===== src/verilog/drs_pkg.sv =====
// Purpose: Shared constants and types for the dedicated register set.
// Assumes: One clock, synchronous active-high reset.
// Notes:   Bit positions and map bounds are used by the core and its flag unit.
package drs_pkg;
  // Register widths
  localparam int WORD_W = 16;                              // Dedicated register width
  localparam int BYTE_W = 8;                               // Byte-wide data and flag width
  // Condition bits positions in the low byte of the status word
  localparam int CC_HALF   = 7;                            // Half carry
  localparam int CC_IEN    = 6;                            // Interrupt enable
  localparam int CC_LVL_HI = 5;                            // Interrupt level, upper bit
  localparam int CC_LVL_LO = 4;                            // Interrupt level, lower bit
  localparam int CC_NEG    = 3;                            // Negative
  localparam int CC_ZERO   = 2;                            // Zero
  localparam int CC_OVF    = 1;                            // Overflow
  localparam int CC_CARRY  = 0;                            // Carry
  // Flag vector order from the flag unit: {half, neg, zero, ovf, carry}
  localparam int FL_HALF  = 4;
  localparam int FL_NEG   = 3;
  localparam int FL_ZERO  = 2;
  localparam int FL_OVF   = 1;
  localparam int FL_CARRY = 0;
  // Reset value: bank 0, interrupts off, level 3 (levels 0 to 2 accepted once enabled)
  localparam logic [15:0] PSW_RESET = 16'h0030;
  localparam logic [15:0] REG_RESET = 16'h0000;
  // Register address generation for the general-purpose banks
  localparam logic [7:0] GPR_PAGE = 8'h01;                 // Address bits 15..8
  localparam int RAM_BYTES = 256;                          // On-chip RAM size
  localparam int BANK_DIV  = 16;                           // RAM bytes per usable bank count step
  localparam logic [5:0] NUM_BANKS = 6'(RAM_BYTES / BANK_DIV);
  // Unified 64 KB map bounds: I/O low, data above, program at top
  localparam logic [15:0] IO_LAST   = 16'h007F;
  localparam logic [15:0] DATA_LAST = 16'h027F;
  // Register selector for plain writes
  typedef enum logic [2:0] {
    SEL_IP, SEL_ACC, SEL_TMP, SEL_IDX, SEL_XP, SEL_STK, SEL_PSW
  } drs_sel_t;
  // Arithmetic and shift operations
  typedef enum logic [2:0] {
    OP_ADD, OP_ADDC, OP_SUB, OP_SUBC, OP_ROLC, OP_RORC, OP_PASS
  } drs_op_t;
endpackage


===== src/verilog/drs_flag_unit.sv =====
// Purpose: Arithmetic result and condition flag generation.
// Assumes: Operands come from the accumulator pair on the same clock.
// Notes:   Purely combinational; byte mode looks at the low bytes only.
`timescale 1ns/1ps
module drs_flag_unit
  import drs_pkg::*;
(
  input  wire drs_op_t     op_in,       // Operation
  input  wire logic        word_in,     // High for 16-bit operation
  input  wire logic [15:0] a_in,        // Accumulator operand
  input  wire logic [15:0] b_in,        // Temporary accumulator operand
  input  wire logic        carry_in,    // Current carry flag
  output logic      [15:0] result_out,  // Operation result
  output logic      [4:0]  flags_out    // {half, neg, zero, ovf, carry}
);
  logic [16:0] wide;                    // Result with carry-out position
  logic [4:0]  nib;                     // Low nibble sum for half carry
  logic        sub;                     // Subtract family
  logic        cin;                     // Effective carry into bit 0
  logic        msb_a;                   // Operand sign bits
  logic        msb_b;
  logic        msb_r;
  logic [15:0] a_m;                     // Width-masked operands
  logic [15:0] b_m;

  ////////////////////////////////////////////////////////////////////////////
  // Adder, shifter and flags
  always_comb begin
    a_m   = word_in ? a_in : {8'h00, a_in[7:0]};
    b_m   = word_in ? b_in : {8'h00, b_in[7:0]};
    sub   = (op_in == OP_SUB) || (op_in == OP_SUBC);
    cin   = ((op_in == OP_ADDC) || (op_in == OP_SUBC)) ? carry_in : 1'b0;
    nib   = sub ? ({1'b0, a_m[3:0]} - {1'b0, b_m[3:0]} - {4'h0, cin})
                : ({1'b0, a_m[3:0]} + {1'b0, b_m[3:0]} + {4'h0, cin});
    wide  = sub ? ({1'b0, a_m} - {1'b0, b_m} - {16'h0000, cin})
                : ({1'b0, a_m} + {1'b0, b_m} + {16'h0000, cin});
    flags_out = 5'h00;
    // Carry out of the operand's top bit; a borrow shows as a one there
    flags_out[FL_CARRY] = word_in ? wide[16] : wide[8];
    flags_out[FL_HALF]  = nib[4];
    case (op_in)
      OP_ROLC: begin
        // Rotate through carry: carry takes the bit shifted out
        wide = {1'b0, a_m[14:0], carry_in};
        if (!word_in) begin
          wide[15:8] = 8'h00;
        end
        flags_out[FL_CARRY] = word_in ? a_m[15] : a_m[7];
        flags_out[FL_HALF]  = 1'b0;
      end
      OP_RORC: begin
        wide = word_in ? {1'b0, carry_in, a_m[15:1]} : {9'h000, carry_in, a_m[7:1]};
        flags_out[FL_CARRY] = a_m[0];
        flags_out[FL_HALF]  = 1'b0;
      end
      OP_PASS: begin
        // Transfer: flags follow the value only
        wide = {1'b0, a_m};
        flags_out[FL_CARRY] = 1'b0;
        flags_out[FL_HALF]  = 1'b0;
      end
      default: begin
        // Add and subtract already formed above
      end
    endcase
    result_out = wide[15:0];
    msb_a = word_in ? a_m[15] : a_m[7];
    msb_b = word_in ? b_m[15] : b_m[7];
    msb_r = word_in ? wide[15] : wide[7];
    flags_out[FL_NEG]  = msb_r;
    flags_out[FL_ZERO] = word_in ? (wide[15:0] == 16'h0000)
                                 : (wide[7:0] == 8'h00);
    // Two's complement overflow: sign of result disagrees with operands
    if (sub) begin
      flags_out[FL_OVF] = (msb_a != msb_b) && (msb_r != msb_a);
    end else if ((op_in == OP_ADD) || (op_in == OP_ADDC)) begin
      flags_out[FL_OVF] = (msb_a == msb_b) && (msb_r != msb_a);
    end else begin
      flags_out[FL_OVF] = 1'b0;
    end
  end
endmodule


===== src/verilog/drs_core.sv =====
// Purpose: Dedicated register set of the 8-bit core with status word,
//          register bank addressing and unified memory map decode.
// Assumes: Sequencer and datapath drive all inputs on mclk_in.
// Notes:   Plain register writes override arithmetic results in a cycle.
//
// How it works
// - One unified 64 KB space, no others
// - I/O bottom, data above, program on top
// - 16-bit instruction pointer locates next fetch
// - 16-bit accumulator; byte ops touch low byte
// - 16-bit temporary accumulator is second operand
// - Index, extra pointer, stack pointer, 16 bits
// - Status word: bank select high, condition low
// - Register address: zeros, one, bank, opcode
// - Half carry from bit 3 into 4
// - Interrupt enable gates interrupts, reset clears
// - Accept only levels above current level
// - Negative follows result top bit
// - Zero set for zero result
// - Overflow on two's complement overflow
// - Carry out of bit 7 (bit 15 for word ops), shift-out
// - Eight 8-bit registers per RAM bank
// - Usable banks follow RAM size
`timescale 1ns/1ps
module drs_core
  import drs_pkg::*;
(
  // Clock, reset
  input  wire logic        mclk_in,                 // System clock
  input  wire logic        rst_in,                  // Synchronous reset

  // Register writes
  input  wire logic        wr_en_in,                // Plain register write
  input  wire drs_sel_t    wr_sel_in,               // Register to write
  input  wire logic [15:0] wr_data_in,              // Write data
  input  wire logic        byte_wr_in,              // Write low byte only (accumulator and temporary; other registers take all 16 bits)

  // Fetch, arithmetic
  input  wire logic        ip_step_in,              // Advance instruction pointer
  input  wire logic        alu_en_in,               // Load accumulator from unit
  input  wire drs_op_t     alu_op_in,               // Arithmetic operation
  input  wire logic        alu_word_in,             // 16-bit operation
  input  wire logic [4:0]  flag_mask_in,            // Flags defined by the op

  // Interrupt, address
  input  wire logic        irq_req_in,              // Pending interrupt
  input  wire logic [1:0]  irq_level_in,            // Its request level
  input  wire logic [2:0]  opc_low_in,              // Low opcode bits
  input  wire logic [15:0] mem_addr_in,             // Address to classify

  // Register views
  output logic      [15:0] instruction_pointer_out, // Fetch location
  output logic      [15:0] accumulator_out,         // Accumulator
  output logic      [15:0] temp_acc_out,            // Temporary accumulator
  output logic      [15:0] index_reg_out,           // Index register
  output logic      [15:0] extra_pointer_out,       // Extra pointer
  output logic      [15:0] stack_pointer_out,       // Stack pointer
  output logic      [15:0] program_status_word_out, // Whole status word

  // Status fields
  output logic      [4:0]  bank_select_out,         // Current bank
  output logic      [7:0]  condition_bits_out,      // Condition byte
  output logic             irq_enable_out,          // Interrupt enable flag
  output logic      [1:0]  irq_level_bits_out,      // Current level

  // Decoded outputs
  output logic      [15:0] gpr_addr_out,            // Register RAM address
  output logic             bank_valid_out,          // Bank exists in RAM
  output logic             irq_accept_out,          // Interrupt taken
  output logic             region_io_out,           // Address in I/O area
  output logic             region_data_out,         // Address in data area
  output logic             region_prog_out          // Address in program area
);

  ////////////////////////////////////////////////////////////////////////////
  // State
  typedef struct packed {
    logic [15:0] ip;      // Instruction pointer
    logic [15:0] acc;     // Accumulator
    logic [15:0] tmp;     // Temporary accumulator
    logic [15:0] idx;     // Index register
    logic [15:0] xp;      // Extra pointer
    logic [15:0] stk;     // Stack pointer
    logic [15:0] psw;     // Status word
  } drs_state_t;

  drs_state_t  st_q;      // Registered state
  drs_state_t  st_d;      // Next state

  logic [15:0] alu_res;   // Result from the flag unit
  logic [4:0]  alu_flags; // Flags from the flag unit

  // Memory area of an address; one and only one is set
  function automatic logic [2:0] area_of(input logic [15:0] addr);
    if (addr <= IO_LAST) begin
      area_of = 3'h1;
    end else if (addr <= DATA_LAST) begin
      area_of = 3'h2;
    end else begin
      area_of = 3'h4;
    end
  endfunction

  // Merge a write into a 16-bit register, low byte only when asked
  function automatic logic [15:0] merge(input logic [15:0] old,
                                        input logic [15:0] val,
                                        input logic        lo_only);
    merge = lo_only ? {old[15:8], val[7:0]} : val;
  endfunction

  ////////////////////////////////////////////////////////////////////////////
  // Arithmetic and flags; accumulator with temporary as second operand
  drs_flag_unit u_flags (
    .op_in      (alu_op_in),
    .word_in    (alu_word_in),
    .a_in       (st_q.acc),
    .b_in       (st_q.tmp),
    .carry_in   (st_q.psw[CC_CARRY]),
    .result_out (alu_res),
    .flags_out  (alu_flags)
  );

  ////////////////////////////////////////////////////////////////////////////
  // Next-state logic
  always_comb begin
    // All state holds unless asked
    st_d = st_q;

    // Sequential fetch; a plain write below takes precedence on a jump
    if (ip_step_in) begin
      st_d.ip = st_q.ip + 16'h0001;
    end

    // Arithmetic result; byte ops leave the high byte alone
    if (alu_en_in) begin
      st_d.acc = merge(st_q.acc, alu_res, !alu_word_in);
      // Only flags the op defines move; the rest hold
      if (flag_mask_in[FL_HALF]) begin
        st_d.psw[CC_HALF] = alu_flags[FL_HALF];
      end

      if (flag_mask_in[FL_NEG]) begin
        st_d.psw[CC_NEG] = alu_flags[FL_NEG];
      end

      if (flag_mask_in[FL_ZERO]) begin
        st_d.psw[CC_ZERO] = alu_flags[FL_ZERO];
      end

      if (flag_mask_in[FL_OVF]) begin
        st_d.psw[CC_OVF] = alu_flags[FL_OVF];
      end

      if (flag_mask_in[FL_CARRY]) begin
        st_d.psw[CC_CARRY] = alu_flags[FL_CARRY];
      end
    end

    // Plain writes from the sequencer
    if (wr_en_in) begin
      case (wr_sel_in)
        SEL_IP: begin
          st_d.ip = wr_data_in;
        end

        SEL_ACC: begin
          st_d.acc = merge(st_q.acc, wr_data_in, byte_wr_in);
        end

        SEL_TMP: begin
          st_d.tmp = merge(st_q.tmp, wr_data_in, byte_wr_in);
        end

        SEL_IDX: begin
          st_d.idx = wr_data_in;
        end

        SEL_XP: begin
          st_d.xp = wr_data_in;
        end

        SEL_STK: begin
          st_d.stk = wr_data_in;
        end

        SEL_PSW: begin
          // Bank and condition bytes change together, flags included
          st_d.psw = wr_data_in;
        end

        default: begin
          // Unused selector code writes nothing
        end
      endcase
    end
  end

  ////////////////////////////////////////////////////////////////////////////
  // State register
  always_ff @(posedge mclk_in) begin
    if (rst_in) begin
      st_q <= '{ip: REG_RESET, acc: REG_RESET, tmp: REG_RESET, idx: REG_RESET,
                 xp: REG_RESET, stk: REG_RESET, psw: PSW_RESET};
    end else begin
      st_q <= st_d;
    end
  end

  ////////////////////////////////////////////////////////////////////////////
  // Outputs
  assign instruction_pointer_out = st_q.ip;
  assign accumulator_out         = st_q.acc;
  assign temp_acc_out            = st_q.tmp;

  assign index_reg_out           = st_q.idx;
  assign extra_pointer_out       = st_q.xp;
  assign stack_pointer_out       = st_q.stk;

  assign program_status_word_out = st_q.psw;

  // Status word split into its two bytes
  assign bank_select_out         = st_q.psw[15:11];
  assign condition_bits_out      = st_q.psw[7:0];
  assign irq_enable_out          = st_q.psw[CC_IEN];
  assign irq_level_bits_out      = st_q.psw[CC_LVL_HI:CC_LVL_LO];

  // Eight byte registers per bank, picked by the low opcode bits
  assign gpr_addr_out = {GPR_PAGE, st_q.psw[15:11], opc_low_in};
  // Small RAM parts hold fewer banks; higher banks are not backed
  assign bank_valid_out = {1'b0, st_q.psw[15:11]} < NUM_BANKS;

  // Lower level value means higher priority; level 3 is never taken
  assign irq_accept_out = irq_req_in && st_q.psw[CC_IEN]
                          && (irq_level_in < st_q.psw[CC_LVL_HI:CC_LVL_LO]);

  // Unified map: every address falls in exactly one area
  assign {region_prog_out, region_data_out, region_io_out} = area_of(mem_addr_in);
endmodule


===== config.mk =====
export PLATFORM = sky130hd
export DESIGN_NAME = drs_core
export DESIGN_NICKNAME = d
export VERILOG_FILES = /design/src/verilog/drs_pkg.sv /design/src/verilog/drs_flag_unit.sv /design/src/verilog/drs_core.sv
export SDC_FILE = /design/constraint.sdc
export NUM_CORES = 1
export LEC_CHECK = 0
export BUFFER_PORTS_ARGS = -buffer_cell sky130_fd_sc_hd__buf_2
export CAP_MARGIN = 20
export CORE_MARGIN = 2
export CORE_UTILIZATION = 53
export DETAILED_ROUTE_END_ITERATION = 7
export PLACE_DENSITY = 0.8
export RECOVER_POWER = 50
export SKIP_CTS_REPAIR_TIMING = 1
export SLEW_MARGIN = 5
export SYNTH_ARGS = -nofsm -noshare
export SYNTH_HDL_FRONTEND = slang
export SYNTH_HIERARCHICAL = 1
export SYNTH_SLANG_ARGS = --single-unit

===== constraint.sdc =====
create_clock -name mclk_in -period 5.7 [get_ports mclk_in]
set_input_delay 0.855 -clock mclk_in [delete_from_list [all_inputs] [get_ports mclk_in]]
set_output_delay 0.855 -clock mclk_in [all_outputs]
set_load 0.03 [all_outputs]

==> results.py <==
metrics = {
    "grt": {
        "via_count_of_the_first_global_routing_pass": 6873,
        "groute.usage.overall": 0.2938,
        "grt_max_degree": 114,
        "antenna_violations_before_repair": 0,
        "global_route_wire_length_before_repair_um": 35310,
        "globalRoute.totalOverflow": 0,
    },
    "hold_path": {
        "min_path_type": "flop to flop",
        "holdCritStartpoint": "extra_pointer_out[11]",
    },
    "sta": {
        "slew_limit_headroom": 0.3276,
        "setup_repair_after_global_routing_missed_its_margin": "no",
        "timing_hold_violations_final": 0,
        "final.period_utilization": 0.7933,
        "tightestPinTransition_ps": 1006,
        "finalWorstPathRequiredPeriod_ps": 4522,
        "post_route_skew_ps": 6.142,
        "final.setup.tns_ps": 0,
        "fmax_mhz": 221.2,
        "finalSetupViolCount": 0,
        "finalMaxSlewViolations": 0,
    },
    "synthesis": {
        "syn-instance-count": 1029,
        "synthesized_area_um2": 7601,
        "post_synth_num_cell_types": 73,
        "synth_flop_cell": "sky130_fd_sc_hd__dfxtp_1",
        "postSynth.asyncResetShare": 0,
        "synth.yosys.warnings": 6,
        "synth_enable_flop_cells": 0,
        "synth_top_area_share": 0.2950,
        "syn_area_per_cell_um2": 7.387,
        "synth.yosys.seq_area_share": 0.2950,
        "ys_ff_latch": 112,
        "synth_top_area_cell": "sky130_fd_sc_hd__dfxtp_1",
        "yosys-top-cells-area": "sky130_fd_sc_hd__dfxtp_1, sky130_fd_sc_hd__nand2_1, sky130_fd_sc_hd__ha_1",
    },
    "setup_path": {
        "crit_path_end_kind": "flop",
        "cp-endpoint": "program_status_word_out[2]",
        "slowest_delay_ps": 530,
        "startpoint": "alu_op_in[2]",
        "timing.critical_path.arrival_ps": 4780,
        "critPathKind": "input port to flop",
        "timing.reg2reg.setup_slack_ps": 1410,
        "critical_path_required_ps": 5960,
        "crit_path_max_fanout": 26,
        "timing.rr.start": "program_status_word_out[0]",
        "critical-path-slowest-cell": "sky130_fd_sc_hd__fa_1",
        "r2r.worst_path.cells": 16,
        "worstSetupStartpointType": "input port",
        "cp_cell_sequence": "buf_2 -> or2_2 -> fa_1 -> inv_1 -> ha_1 -> o21ai_0 -> a211oi_2 -> a32o_2 -> nor2_1 -> xor2_1 -> a221oi_1 -> nor4_1 -> a41oi_1 -> nor3_1 -> nand3_1 -> a311oi_1",
        "r2r_end": "program_status_word_out[2]",
    },
    "clock_network": {
        "worst_skew_pair.late_latency_ps": 350,
        "cts.path.max_buffers": 2,
        "clk_root_buffer_cell": "sky130_fd_sc_hd__clkbuf_16",
        "num_cts_buffers": 9,
        "tritoncts": "yes",
        "cts.reportedPaths.clkPinSlew_ps": 70,
        "ctsHtreeMaxLevel": 3,
        "clkSinkCount": 112,
    },
    "floorplan": {
        "start_util": 0.5455,
        "core_region_area_um2": 13930,
        "num_io_pins": 205,
        "die_y_um": 123.8,
        "dieArea_um2": 15320,
        "num_rows": 43,
        "die_x_um": 123.8,
    },
    "job": {
        "drv_cap": 0,
    },
    "drt": {
        "route.detailed.vias_per_inst": 5.807,
        "detailedRoute.firstPassIterationCount": 8,
        "detail-route-antenna-nets": 0,
        "dr.first_iter.drc_count": 721,
        "wl_um": 22860,
        "vias": 7752,
        "post-route-drc-count": 0,
        "average_wire_per_cell_in_the_routed_design_um": 17.12,
    },
    "final_layout": {
        "final_net_count": 1257,
        "layout-drive-gt1-share": 0.1143,
        "multi_input_logic_area_um2": 4676,
        "final.fill_count": 1302,
        "final_cell_mix": "sky130_fd_sc_hd__nand2_1, sky130_fd_sc_hd__dfxtp_1, sky130_fd_sc_hd__a21oi_1, sky130_fd_sc_hd__clkbuf_1, sky130_fd_sc_hd__buf_2",
        "register_area_um2": 2242,
        "post-route-cell-area_um2": 8574,
        "layout.cells.most_common": "sky130_fd_sc_hd__nand2_1",
        "area.growth.synth_to_final_pct": 12.81,
        "antenna_cells_inserted": 0,
    },
    "power_and_ir_drop": {
        "combinationalPowerShare": 0.259,
        "share_clk_of_total_power": 0.321,
        "swShare": 0.3330,
        "power_density_nw_per_um2": 234.9,
        "switchingPower_uw": 670.8,
        "sequentialPowerShare": 0.420,
        "power_report.internal_total_mw": 1.343,
        "peak_supply_drop_mv": 0.2098,
        "static-leakage-power_nw": 3.537,
    },
    "status": {
        "outcome": "finished, final reports clean",
    },
    "placed_design": {
        "dp_hpwl_um": 16520,
        "gp_congestion": 0.9779,
        "buffer_ports.inserted": 183,
        "dpl-instance-area_um2": 8347,
    },
}
cell families after synthesis:
family,synth area share
adders and majority gates,0.08790
xor gates and xnor gates,0.03802
and+or+nand+nor,0.2448
buffers and inverters,0.09284
other,0.0009880
muxes,0.03029
DFF,0.2950
AOI/OAI and AO/OA,0.2102
power by group through the flow:
stage                     clock (mW)  sequential, mW  combinational [mW]
after floorplan                    0           0.906               0.336
after global placement             0           0.862               0.506
after detailed placement           0           0.862               0.512
after CTS                      0.649           0.844               0.515
after global routing           0.677           0.849               0.567
final                          0.646           0.846               0.522
critical path, delay by kind of cell:
kind | cells | cell delay [ps]
AO/OA/AOI/OAI | 6 | 1500
XOR/XNOR | 1 | 200
adder cells (fa/ha/maj) | 2 | 700
buffers and inverters | 2 | 320
AND/OR/NAND/NOR | 5 | 1180
state kept, by name, summed over array words and instances (netlist names):
signal / cells
extra_pointer_out: 16
program_status_word_out: 16
instruction_pointer_out: 16
index_reg_out: 16
stack_pointer_out: 16
temp_acc_out: 16
accumulator_out: 16
cells in the mapped netlist, drive strengths merged, types with 4 or more instances:
library cell,instances
a211oi,27
a21o,4
a21oi,112
a221oi,4
a311oi,9
a31oi,8
and2,13
and3,7
buf,43
clkbuf,42
dfxtp,112
fa,4
ha,47
inv,68
mux2i,23
nand2,201
nand2b,5
nand3,17
nand3b,6
nand4,7
nor2,70
nor2b,8
nor3,28
nor4,14
o211ai,6
o21ai,41
o21bai,4
o22ai,9
or2,7
or3,4
xnor2,22
xor2,11
metrics by stage:
step | util | instances | hold WS, ps | power, mW | worst slack [ps]
finish | 0.6153 | 1335 | 453.7 | 2.014 | 1178
global route | 0.6153 | 1335 | 476.7 | 2.093 | 912.2
CTS | 0.6210 | 1333 | 453.1 | 2.008 | 1215
detailed placement | 0.5990 | 1317 | 443.1 | 1.374 | 869.5
global placement | 0.5990 | 1317 | 437.5 | 1.368 | 961.3
floorplan | - | 1035 | 584.2 | 1.242 | 1143
layer usage:
metal	routed length, um	track usage	vias up
met5	0	0	-
met4	335	0.08310	0
met3	2023	0.05128	30
met2	10810	0.4784	314
met1	9687	0.4002	3643
li1	-	-	3765
worst min path at each step:
stage / to / slack, ps / cells past startpoint
3_5_place_dp: stack_pointer_out[7] / 440 / 2
2_1_floorplan: program_status_word_out[10] / 580 / 2
4_1_cts: stack_pointer_out[7] / 450 / 2
3_3_place_gp: index_reg_out[15] / 440 / 2
6_report: extra_pointer_out[11] / 450 / 2
5_1_grt: index_reg_out[13] / 480 / 2
cell type report:
type                    instances  share of cell area
well taps                     180             0.02627
clock buffers                  11             0.02831
repair buffers                189              0.1014
flip-flops and latches        112              0.2615
inverters                      68             0.02977
clock inverters                 5            0.007442
multi-input cells             770              0.5453
No activity file was read; power rests on OpenSTA's default activity.
